**src/hw/tsa_map.vh**
```
`ifndef TSA_MAP_VH
`define TSA_MAP_VH

// ----------------------------------------------------------------------
// register pointer codes
// ----------------------------------------------------------------------
`define TSA_PTR_TEMP 2'h0
`define TSA_PTR_SETUP 2'h1
`define TSA_PTR_LOWER 2'h2
`define TSA_PTR_UPPER 2'h3

// ----------------------------------------------------------------------
// setup word field positions
// ----------------------------------------------------------------------
`define TSA_TRIP_BIT 5
`define TSA_RATE_LSB 6
`define TSA_RATE_MSB 7
`define TSA_SLEEP_BIT 8
`define TSA_STYLE_BIT 9
`define TSA_LEVEL_BIT 10
`define TSA_FAULT_LSB 11
`define TSA_FAULT_MSB 12
`define TSA_FIXED13_BIT 13
`define TSA_FIXED14_BIT 14
`define TSA_SHOT_BIT 15

// ----------------------------------------------------------------------
// reset values
// ----------------------------------------------------------------------
`define TSA_RATE_RESET 2'h2
`define TSA_FIXED14_VALUE 1'h1
`define TSA_TEMP_RESET 16'h0000
`define TSA_LOWER_RESET 16'h2580
`define TSA_UPPER_RESET 16'h2800
`define TSA_THRESH_MASK 16'hfff0

// ----------------------------------------------------------------------
// timing: one tick per 125 ms, interval in ticks per rate code
// ----------------------------------------------------------------------
`define TSA_CLK_KHZ 125000
`define TSA_TICK_MS 125
`define TSA_TICK_CYCLES (`TSA_TICK_MS * `TSA_CLK_KHZ)
`define TSA_IVL_RATE0 6'h20
`define TSA_IVL_RATE1 6'h08
`define TSA_IVL_RATE2 6'h02
`define TSA_IVL_RATE3 6'h01

`endif

```
**src/hw/tsa_twi_slave.v**
```verilog
`timescale 1ns/1ps
module tsa_twi_slave
(
  // clock and reset
  input wire clk_in,
  input wire rst_n_in,
  // bus pins
  input wire scl_in,
  input wire sda_in,
  output reg sda_out,
  output reg sda_oe_n_out,
  // device address
  input wire [6:0] dev_addr_in,
  // byte side
  input wire [7:0] rd_byte_in,
  output reg start_out,
  output reg wr_out,
  output reg wr_first_out,
  output reg [7:0] wr_data_out,
  output reg rd_taken_out
);

  localparam ST_IDLE = 2'h0;
  localparam ST_ADDR = 2'h1;
  localparam ST_WR = 2'h2;
  localparam ST_RD = 2'h3;

  reg [1:0] scl_sync;
  reg [1:0] sda_sync;
  reg scl_d;
  reg sda_d;
  reg [1:0] state;
  reg [3:0] cnt;
  reg [7:0] shift;
  reg rw;
  reg first;
  reg nack;

  wire scl_rise = scl_sync[1] & ~scl_d;
  wire scl_fall = ~scl_sync[1] & scl_d;
  wire bus_start = scl_sync[1] & scl_d & sda_d & ~sda_sync[1];
  wire bus_stop = scl_sync[1] & scl_d & ~sda_d & sda_sync[1];

  // ----------------------------------------------------------------------
  // pin synchronisers and edge finding
  // ----------------------------------------------------------------------
  always @(posedge clk_in)
  begin
    if (!rst_n_in)
    begin
      scl_sync <= 2'h3;
      sda_sync <= 2'h3;
      scl_d <= 1'h1;
      sda_d <= 1'h1;
    end
    else
    begin
      scl_sync <= {scl_sync[0], scl_in};
      sda_sync <= {sda_sync[0], sda_in};
      scl_d <= scl_sync[1];
      sda_d <= sda_sync[1];
    end
  end

  // ----------------------------------------------------------------------
  // byte engine: sample on rising scl, drive on falling scl
  // ----------------------------------------------------------------------
  always @(posedge clk_in)
  begin
    start_out <= 1'h0;
    wr_out <= 1'h0;
    rd_taken_out <= 1'h0;
    sda_out <= 1'h0;
    if (!rst_n_in)
    begin
      state <= ST_IDLE;
      cnt <= 4'h0;
      shift <= 8'h00;
      rw <= 1'h0;
      first <= 1'h0;
      nack <= 1'h0;
      sda_oe_n_out <= 1'h1;
      wr_first_out <= 1'h0;
      wr_data_out <= 8'h00;
    end
    else if (bus_start)
    begin
      state <= ST_ADDR;
      cnt <= 4'h0;
      first <= 1'h1;
      sda_oe_n_out <= 1'h1;
      start_out <= 1'h1;
    end
    else if (bus_stop)
    begin
      state <= ST_IDLE;
      sda_oe_n_out <= 1'h1;
    end
    else if (state != ST_IDLE && scl_rise)
    begin
      cnt <= cnt + 4'h1;
      if (cnt < 4'h8)
        shift <= (state == ST_RD) ? shift : {shift[6:0], sda_sync[1]};
      else
        nack <= sda_sync[1];
    end
    else if (state != ST_IDLE && scl_fall)
    begin
      case (state)
        ST_ADDR:
        begin
          if (cnt == 4'h8)
          begin
            if (shift[7:1] == dev_addr_in)
            begin
              rw <= shift[0];
              sda_oe_n_out <= 1'h0;
            end
            else
              state <= ST_IDLE;
          end
          else if (cnt == 4'h9)
          begin
            cnt <= 4'h0;
            state <= rw ? ST_RD : ST_WR;
            sda_oe_n_out <= rw ? rd_byte_in[7] : 1'h1;
            shift <= rd_byte_in;
            rd_taken_out <= rw;
          end
        end
        ST_WR:
        begin
          if (cnt == 4'h8)
          begin
            wr_out <= 1'h1;
            wr_first_out <= first;
            wr_data_out <= shift;
            first <= 1'h0;
            sda_oe_n_out <= 1'h0;
          end
          else if (cnt == 4'h9)
          begin
            cnt <= 4'h0;
            sda_oe_n_out <= 1'h1;
          end
        end
        ST_RD:
        begin
          if (cnt >= 4'h1 && cnt <= 4'h7)
          begin
            sda_oe_n_out <= shift[6];
            shift <= {shift[6:0], 1'h0};
          end
          else if (cnt == 4'h8)
            sda_oe_n_out <= 1'h1;
          else if (cnt == 4'h9)
          begin
            cnt <= 4'h0;
            // a nack from the host ends the read burst
            if (nack)
              state <= ST_IDLE;
            else
            begin
              shift <= rd_byte_in;
              sda_oe_n_out <= rd_byte_in[7];
              rd_taken_out <= 1'h1;
            end
          end
        end
        default:
          state <= ST_IDLE;
      endcase
    end
  end

endmodule // tsa_twi_slave

```
**src/hw/tsa_core.v**
```verilog
`timescale 1ns/1ps
`include "tsa_map.vh"

// Notes on behaviour
// the two low pointer bits route each access to one of four registers
// pointer keeps only two writable bits; upper bits are zero and ignored
// measured temperature is read-only; setup and thresholds read and write
// every 16-bit register moves upper byte first, then lower byte
// setup bits 0-4 and 13-14 ignore writes; all zero except bit 14
// setup layout: trip, rate, sleep, style, level, fault count, one-shot
// trip flag flips on N upper faults and back on N lower faults
// active level sets the active polarity of trip flag and alert pin
// in comparator style the trip flag equals the alert pin state
// rate field picks 0.25, 1, 4 or 8 conversions per second
// measured temperature changes only when a conversion completes
// a conversion starts right after reset without any host command
// standby between conversions until the rate timer starts the next
// sleep select stops conversions after the current one completes; registers stay accessible
// host pairs one-shot with sleep entry; sleep settles within 150 ms
// clearing sleep select resumes periodic conversions at the set rate
// style 0 is comparator behaviour, style 1 interrupt behaviour
// comparator alert holds from upper crossing until lower crossing
// interrupt alert fires on each crossing of upper or lower threshold
// interrupt alert clears on any read or sleep entry, then re-arms
// upper test is inclusive: equal to the threshold counts as fault
// alert needs N consecutive faulting conversions, N is code plus one
// one-shot in sleep runs one conversion, reads 1 until it finishes
// host must not re-trigger one-shots so fast that the die self-heats
// a rate change reloads the interval timer to the new interval
module tsa_core
#(
  parameter TICK_CYCLES = `TSA_TICK_CYCLES
)
(
  // clock and reset
  input wire clk_in,
  input wire rst_n_in,
  // two-wire bus pins
  input wire scl_in,
  input wire sda_in,
  output wire sda_out,
  output wire sda_oe_n_out,
  input wire [6:0] dev_addr_in,
  // converter handshake
  output reg conv_start_out,
  input wire conv_done_in,
  input wire [15:0] conv_result_in,
  output reg standby_out,
  // alert pin
  output reg alert_out,
  output reg alert_oe_n_out
);

  reg [1:0] pointer;
  reg [15:0] measured_temp;
  reg [15:0] lower_threshold;
  reg [15:0] upper_threshold;
  reg [1:0] conversion_rate;
  reg sleep_select;
  reg pulse_style_select;
  reg active_level;
  reg [1:0] fault_count;
  reg shot_busy;
  reg byte_sel;
  reg [7:0] msb_hold;
  reg [7:0] shadow_lo;
  reg [7:0] rd_byte;
  reg busy;
  reg first_pending;
  reg due;
  reg [31:0] tick_cnt;
  reg [5:0] ivl_cnt;
  reg [2:0] hi_run;
  reg [2:0] lo_run;
  reg cmp_active;
  reg int_active;
  reg arm_high;

  wire start_pulse;
  wire wr_pulse;
  wire wr_first;
  wire [7:0] wr_data;
  wire rd_taken;

  // ----------------------------------------------------------------------
  // helpers
  // ----------------------------------------------------------------------
  function [5:0] ivl_of;
    input [1:0] rate;
    begin
      case (rate)
        2'h0: ivl_of = `TSA_IVL_RATE0;
        2'h1: ivl_of = `TSA_IVL_RATE1;
        2'h2: ivl_of = `TSA_IVL_RATE2;
        default: ivl_of = `TSA_IVL_RATE3;
      endcase
    end
  endfunction

  function [2:0] run_next;
    input hit;
    input [2:0] run;
    begin
      if (!hit)
        run_next = 3'h0;
      else if (run == 3'h4)
        run_next = run;
      else
        run_next = run + 3'h1;
    end
  endfunction

  // polarity 0 reads 1 while inactive
  wire trip_flag = active_level ? cmp_active : ~cmp_active;

  wire [15:0] setup_word = {shot_busy, `TSA_FIXED14_VALUE, 1'h0,
                            fault_count, active_level, pulse_style_select,
                            sleep_select, conversion_rate, trip_flag,
                            5'h00};

  reg [15:0] sel_word;
  always @*
  begin
    case (pointer)
      `TSA_PTR_TEMP: sel_word = measured_temp;
      `TSA_PTR_SETUP: sel_word = setup_word;
      `TSA_PTR_LOWER: sel_word = lower_threshold;
      default: sel_word = upper_threshold;
    endcase
  end

  // ----------------------------------------------------------------------
  // bus byte engine
  // ----------------------------------------------------------------------
  tsa_twi_slave u_twi
  (
    .clk_in(clk_in),
    .rst_n_in(rst_n_in),
    .scl_in(scl_in),
    .sda_in(sda_in),
    .sda_out(sda_out),
    .sda_oe_n_out(sda_oe_n_out),
    .dev_addr_in(dev_addr_in),
    .rd_byte_in(rd_byte),
    .start_out(start_pulse),
    .wr_out(wr_pulse),
    .wr_first_out(wr_first),
    .wr_data_out(wr_data),
    .rd_taken_out(rd_taken)
  );

  wire [15:0] wr_word = {msb_hold, wr_data};
  wire commit = wr_pulse & ~wr_first & byte_sel;
  wire setup_wr = commit & (pointer == `TSA_PTR_SETUP);
  wire sleep_entry = setup_wr & wr_word[`TSA_SLEEP_BIT] & ~sleep_select;
  wire sleep_exit = setup_wr & ~wr_word[`TSA_SLEEP_BIT] & sleep_select;
  wire rate_change = setup_wr &
    (wr_word[`TSA_RATE_MSB:`TSA_RATE_LSB] != conversion_rate);

  // ----------------------------------------------------------------------
  // pointer, byte pairing and register writes
  // ----------------------------------------------------------------------
  always @(posedge clk_in)
  begin
    if (!rst_n_in)
    begin
      pointer <= 2'h0;
      byte_sel <= 1'h0;
      msb_hold <= 8'h00;
      shadow_lo <= 8'h00;
      rd_byte <= 8'h00;
      lower_threshold <= `TSA_LOWER_RESET;
      upper_threshold <= `TSA_UPPER_RESET;
      conversion_rate <= `TSA_RATE_RESET;
      sleep_select <= 1'h0;
      pulse_style_select <= 1'h0;
      active_level <= 1'h0;
      fault_count <= 2'h0;
    end
    else
    begin
      // upper byte always goes first; a snapshot keeps the pair coherent
      rd_byte <= byte_sel ? shadow_lo : sel_word[15:8];
      if (start_pulse)
        byte_sel <= 1'h0;
      else if (rd_taken)
      begin
        byte_sel <= ~byte_sel;
        if (!byte_sel)
          shadow_lo <= sel_word[7:0];
      end
      else if (wr_pulse && wr_first)
        pointer <= wr_data[1:0];
      else if (wr_pulse && !byte_sel)
      begin
        msb_hold <= wr_data;
        byte_sel <= 1'h1;
      end
      else if (wr_pulse)
      begin
        byte_sel <= 1'h0;
        case (pointer)
          `TSA_PTR_SETUP:
          begin
            conversion_rate <= wr_word[`TSA_RATE_MSB:`TSA_RATE_LSB];
            sleep_select <= wr_word[`TSA_SLEEP_BIT];
            pulse_style_select <= wr_word[`TSA_STYLE_BIT];
            active_level <= wr_word[`TSA_LEVEL_BIT];
            fault_count <= wr_word[`TSA_FAULT_MSB:`TSA_FAULT_LSB];
          end
          `TSA_PTR_LOWER:
            lower_threshold <= wr_word & `TSA_THRESH_MASK;
          `TSA_PTR_UPPER:
            upper_threshold <= wr_word & `TSA_THRESH_MASK;
          default:
            pointer <= pointer;
        endcase
      end
    end
  end

  // ----------------------------------------------------------------------
  // conversion scheduling
  // ----------------------------------------------------------------------
  wire tick = (tick_cnt == TICK_CYCLES - 1);
  wire ivl_end = tick & (ivl_cnt + 6'h1 >= ivl_of(conversion_rate));
  wire want = sleep_select ? shot_busy : (first_pending | due);
  wire go = want & ~busy & ~conv_start_out;

  always @(posedge clk_in)
  begin
    conv_start_out <= 1'h0;
    if (!rst_n_in)
    begin
      tick_cnt <= 32'h0;
      ivl_cnt <= 6'h00;
      first_pending <= 1'h1;
      due <= 1'h0;
      busy <= 1'h0;
      shot_busy <= 1'h0;
      standby_out <= 1'h1;
      measured_temp <= `TSA_TEMP_RESET;
    end
    else
    begin
      // timer held at zero while asleep; reloaded on rate change or wake
      if (sleep_select || rate_change || sleep_exit)
      begin
        tick_cnt <= 32'h0;
        ivl_cnt <= 6'h00;
      end
      else if (tick)
      begin
        tick_cnt <= 32'h0;
        ivl_cnt <= ivl_end ? 6'h00 : ivl_cnt + 6'h1;
      end
      else
        tick_cnt <= tick_cnt + 32'h1;
      if (sleep_entry)
      begin
        due <= 1'h0;
        first_pending <= 1'h0;
      end
      else if (sleep_exit)
        due <= 1'h1;
      else if (ivl_end && !sleep_select)
        due <= 1'h1;
      else if (go)
      begin
        due <= 1'h0;
        first_pending <= 1'h0;
      end
      // one-shot only takes effect with sleep set in the same word
      if (setup_wr && wr_word[`TSA_SHOT_BIT] && wr_word[`TSA_SLEEP_BIT])
        shot_busy <= 1'h1;
      else if (conv_done_in && busy && sleep_select)
        shot_busy <= 1'h0;
      else if (!sleep_select && setup_wr)
        shot_busy <= 1'h0;
      if (go)
      begin
        conv_start_out <= 1'h1;
        busy <= 1'h1;
        standby_out <= 1'h0;
      end
      else if (conv_done_in && busy)
      begin
        busy <= 1'h0;
        standby_out <= 1'h1;
        measured_temp <= conv_result_in;
      end
    end
  end

  // ----------------------------------------------------------------------
  // threshold and alert logic
  // ----------------------------------------------------------------------
  wire [2:0] need = {1'h0, fault_count} + 3'h1;
  wire hit_hi = $signed(conv_result_in) >= $signed(upper_threshold);
  wire hit_lo = $signed(conv_result_in) <= $signed(lower_threshold);
  wire [2:0] next_hi_run = run_next(hit_hi, hi_run);
  wire [2:0] next_lo_run = run_next(hit_lo, lo_run);
  wire done = conv_done_in & busy;
  wire pin_act = pulse_style_select ? int_active : cmp_active;

  always @(posedge clk_in)
  begin
    if (!rst_n_in)
    begin
      hi_run <= 3'h0;
      lo_run <= 3'h0;
      cmp_active <= 1'h0;
      int_active <= 1'h0;
      arm_high <= 1'h1;
      alert_out <= 1'h0;
      alert_oe_n_out <= 1'h1;
    end
    else
    begin
      alert_out <= 1'h0;
      // open drain: pull low only when the pin level is 0
      alert_oe_n_out <= active_level ? pin_act : ~pin_act;
      if (done)
      begin
        hi_run <= next_hi_run;
        lo_run <= next_lo_run;
        if (!cmp_active && next_hi_run >= need)
          cmp_active <= 1'h1;
        else if (cmp_active && next_lo_run >= need)
          cmp_active <= 1'h0;
      end
      if (!pulse_style_select)
      begin
        int_active <= 1'h0;
        arm_high <= 1'h1;
      end
      else if (done && arm_high && next_hi_run >= need)
      begin
        int_active <= 1'h1;
        arm_high <= 1'h0;
      end
      else if (done && !arm_high && next_lo_run >= need)
      begin
        int_active <= 1'h1;
        arm_high <= 1'h1;
      end
      else if (rd_taken || sleep_entry)
        int_active <= 1'h0;
    end
  end

endmodule // tsa_core

```
**config.mk**
```make
export PLATFORM = sky130hd
export DESIGN_NAME = tsa_core
export DESIGN_NICKNAME = d
export VERILOG_FILES = /design/src/hw/tsa_twi_slave.v /design/src/hw/tsa_core.v
export VERILOG_INCLUDE_DIRS = /design/src /design/src/hw
export SDC_FILE = /design/constraint.sdc
export NUM_CORES = 1
export LEC_CHECK = 0
export BUFFER_PORTS_ARGS = -buffer_cell sky130_fd_sc_hd__buf_4
export CORE_MARGIN = 2
export CORE_UTILIZATION = 55
export DETAILED_ROUTE_END_ITERATION = 10
export PLACE_DENSITY = 0.72
export SKIP_LAST_GASP = 1
export SLEW_MARGIN = 20
export SYNTH_ARGS = -nofsm -noshare
export SYNTH_HDL_FRONTEND = slang
export SYNTH_SLANG_ARGS = --single-unit
```
**constraint.sdc**
```tcl
create_clock -name clk_in -period 4.4 [get_ports clk_in]
set_input_delay 0.22 -clock clk_in [delete_from_list [all_inputs] [get_ports clk_in]]
set_output_delay 0.22 -clock clk_in [all_outputs]
set_load 0.01 [all_outputs]
```
==> flow_metrics.env <==
export IMPL_status="complete, no violations"
export IMPL_nNetsFinal=1023
export IMPL_syn_area_mm2=0.008406
export IMPL_crit_path_max_fanout=5
export IMPL_yosysWarnings=0
export IMPL_async_flop_share=0
export IMPL_num_vias=6449
export IMPL_cellPowerDensity_mw_per_mm2=367.6
export IMPL_syn2layout_area_growth_pct=11.43
export IMPL_die_area_mm2=0.01629
export IMPL_period_needed_ns=3.499
export IMPL_portBuffers=31
export IMPL_io_pins=34
export IMPL_fp_dieH_um=127.6
export IMPL_cts_root_buffer="clkbuf_16"
export IMPL_start_util=0.5570
export IMPL_placed_area_mm2=0.008705
export IMPL_ant_nets=0
export IMPL_dp_hpwl_mm=12.54
export IMPL_core_mm2=0.01509
export IMPL_reg2reg_from="lower_threshold[13]"
export IMPL_total_power_mw=3.443
export IMPL_viasPerCell=5.608
export IMPL_reg2reg_to="int_active"
export IMPL_antenna_found_initial=0
export IMPL_dieWidth_um=127.6
export IMPL_first_iter_violations=493
export IMPL_tightest_slew_ns=1.076
export IMPL_max_freq_ghz=0.2858
export IMPL_drv_cap=0
export IMPL_final_common_cell="dfxtp_1"
export IMPL_drive_gt1_frac=0.09252
export IMPL_fin_tns_setup_ns=0
export IMPL_start_kind="register"
export IMPL_setup_viol=0
export IMPL_r2r_slack_ns=0.90
export IMPL_grt_overflow_total=0
export IMPL_crit_path_top_delay_cell="o31ai_1"
export IMPL_total_leakage_power_nw=3.626
export IMPL_drc=0
export IMPL_critPathMaxStageDelay_ns=0.61
export IMPL_fill_cells=1337
export IMPL_yosys_register_bits=164
export IMPL_crit_end="int_active"
export IMPL_grt_pass1_wl_mm=30.09
export IMPL_slew_headroom=0.2789
export IMPL_clk_pin_slew_ns=0.06
export IMPL_synth_cell_type_count=59
export IMPL_place_inst=1117
export IMPL_cts_tree="done"
export IMPL_grt_max_degree=89
export IMPL_hold_class="primary input to register"
export IMPL_grtUsageTotal=0.2317
export IMPL_cp_startpoint="lower_threshold[13]"
export IMPL_synthCells=938
export IMPL_cts_resized=0
export IMPL_htree_num_levels=4
export IMPL_ys_seq_area_frac=0.3906
export IMPL_hold_ws_ns=0.07242
export IMPL_numCtsBuffers=17
export IMPL_cp_required_ns=4.71
export IMPL_critPathArrivalTime_ns=3.81
export IMPL_final_cell_area_mm2=0.009366
export IMPL_final_max_slew_viol_count=0
export IMPL_cts_hold_buf=2
export IMPL_rsz0062_at_grt="false"
export IMPL_final_cell_mix="dfxtp_1 (164), nand2_1 (110), nor2_1 (65), mux2i_1 (58), nor2b_1 (57)"
export IMPL_post_cts_buffers=0
export IMPL_clk_latency_ns=0.42
export IMPL_place_congestion=0.8406
export IMPL_peakVddDrop_v=0.0002935
export IMPL_fin_worst_skew_ns=0.006331
export IMPL_rows=45
export IMPL_path_cells="inv_1 -> ha_1 -> a21o_1 -> a2111o_1 -> o31ai_1 -> o21ai_0 -> ha_1 -> nand2b_1 -> a21oi_1 -> nor2b_1 -> o21ai_0 -> nor2_1 -> o311a_1"
export IMPL_wl_per_cell_um=15.78
export IMPL_instances_no_fill=1150
export IMPL_min_period_over_period=0.7953
export IMPL_yosys_most_used_dff="dfxtp_1"
export IMPL_wirelength_mm=18.15
export IMPL_endpoint_kind="register"
export IMPL_grt_pass1_vias=6020
export IMPL_diodes=0
export IMPL_cts_sinks=164
export IMPL_finalHoldViolations=0
export IMPL_synth_edff_count=0
export IMPL_dr_pass1_iters=5
export IMPL_ctsLongestPathBuffers=2
export IMPL_worstSetupPathType="register to register"
export IMPL_syn_area_per_cell_um2=8.961
export IMPL_r2r_cells=13
==> cell type report <==
class | count | area [um^2] | share of cell area
multi-input combinational | 685 | 4765 | 0.5087
clock buffer | 20 | 446.7 | 0.04769
inverter | 46 | 172.7 | 0.01843
clock inverter | 10 | 181.4 | 0.01937
timing repair buffer | 37 | 282.8 | 0.03019
tap | 188 | 235.2 | 0.02511
sequential | 164 | 3283 | 0.3505
==> worst min-delay path by stage <==
stage                            from                 to  cells after the start  slack (ns)
floorplan                      scl_in  u_twi.scl_sync[0]                      1        0.32
global placement    u_twi.sda_sync[0]  u_twi.sda_sync[1]                      1        0.39
detailed placement  u_twi.scl_sync[0]  u_twi.scl_sync[1]                      1        0.40
CTS                 conv_result_in[0]   measured_temp[0]                      3        0.06
global route        conv_result_in[8]   measured_temp[8]                      3        0.06
finish              conv_result_in[2]   measured_temp[2]                      3        0.07
==> per-layer routing <==
layer	vias to the layer above	GRT usage	part of all wire
met4	0	0.06529	0.012
li1	3275	-	-
met5	-	0	0
met1	3017	0.3320	0.50
met3	23	0.05528	0.053
met2	134	0.3498	0.44
==> sequential cells by signal, summed over array words and instances, names as in the netlist, 2 cells and up <==
name	cells
u_twi.state	2
pointer	2
upper_threshold	12
u_twi.sda_sync	2
measured_temp	16
lo_run	3
ivl_cnt	6
hi_run	3
u_twi.shift	8
u_twi.scl_sync	2
u_twi.cnt	4
u_twi.wr_data_out	8
conversion_rate	2
lower_threshold	12
fault_count	2
rd_byte	8
msb_hold	8
shadow_lo	8
tick_cnt	32
==> Yosys cell counts (6+ instances only) <==
library cell,n,area [um^2]
dfxtp_1,164,3283
nand2_1,110,412.9
nor2_1,65,244.0
mux2i_1,58,580.6
nor2b_1,57,356.6
inv_1,46,172.7
ha_1,44,550.5
nand3_1,39,195.2
a21boi_0,35,262.8
xor2_1,31,271.5
clkbuf_1,30,112.6
a21oi_1,29,145.1
o21ai_0,23,115.1
nand2b_1,18,112.6
nand4_1,18,112.6
xnor2_1,17,148.9
nand3b_1,11,82.58
nor3_1,11,55.05
o211a_1,10,100.1
mux4_2,9,202.7
o211ai_1,9,67.56
a21o_1,7,52.55
and2_1,7,43.79
and3_1,7,43.79
buf_2,7,35.03
nor3b_1,7,52.55
nor4_1,7,43.79
a211oi_1,6,45.04
==> through the flow <==
step                      utilization  setup slack [ns]
after global placement         0.5769             1.010
final                          0.6207            0.9007
after detailed placement       0.5769            0.9274
after global routing           0.6207            0.5913
after floorplan                     -             1.436
after CTS                      0.6198            0.9158
==> critical path, delay by kind of cell, from the launching register on <==
kind                     cells  cell delay [ns]
AO/OA/AOI/OAI                7             2.15
flip-flops                   1             0.30
AND/OR/NAND/NOR              3             0.27
adder cells (fa/ha/maj)      2             0.61
buffers and inverters        1             0.06
==> cells by family after synthesis <==
group,synth area share
and+or+nand+nor,0.2353
DFF,0.3906
AOI/OAI and AO/OA,0.1192
buffers and inverters,0.04436
muxes,0.09452
xor gates and xnor gates,0.05001
adders and majority gates,0.06550
other,0.0004461
==> where the power goes <==
| group | leakage [nW] | internal (mW) | switching (mW) |
|---|---|---|---|
| Combinational | 1.99 | 0.129 | 0.157 |
| Sequential | 1.33 | 1.53 | 0.0335 |
| Clock | 0.306 | 1.01 | 0.577 |
| Total | 3.63 | 2.68 | 0.767 |
(Power assumes the default switching activity.)
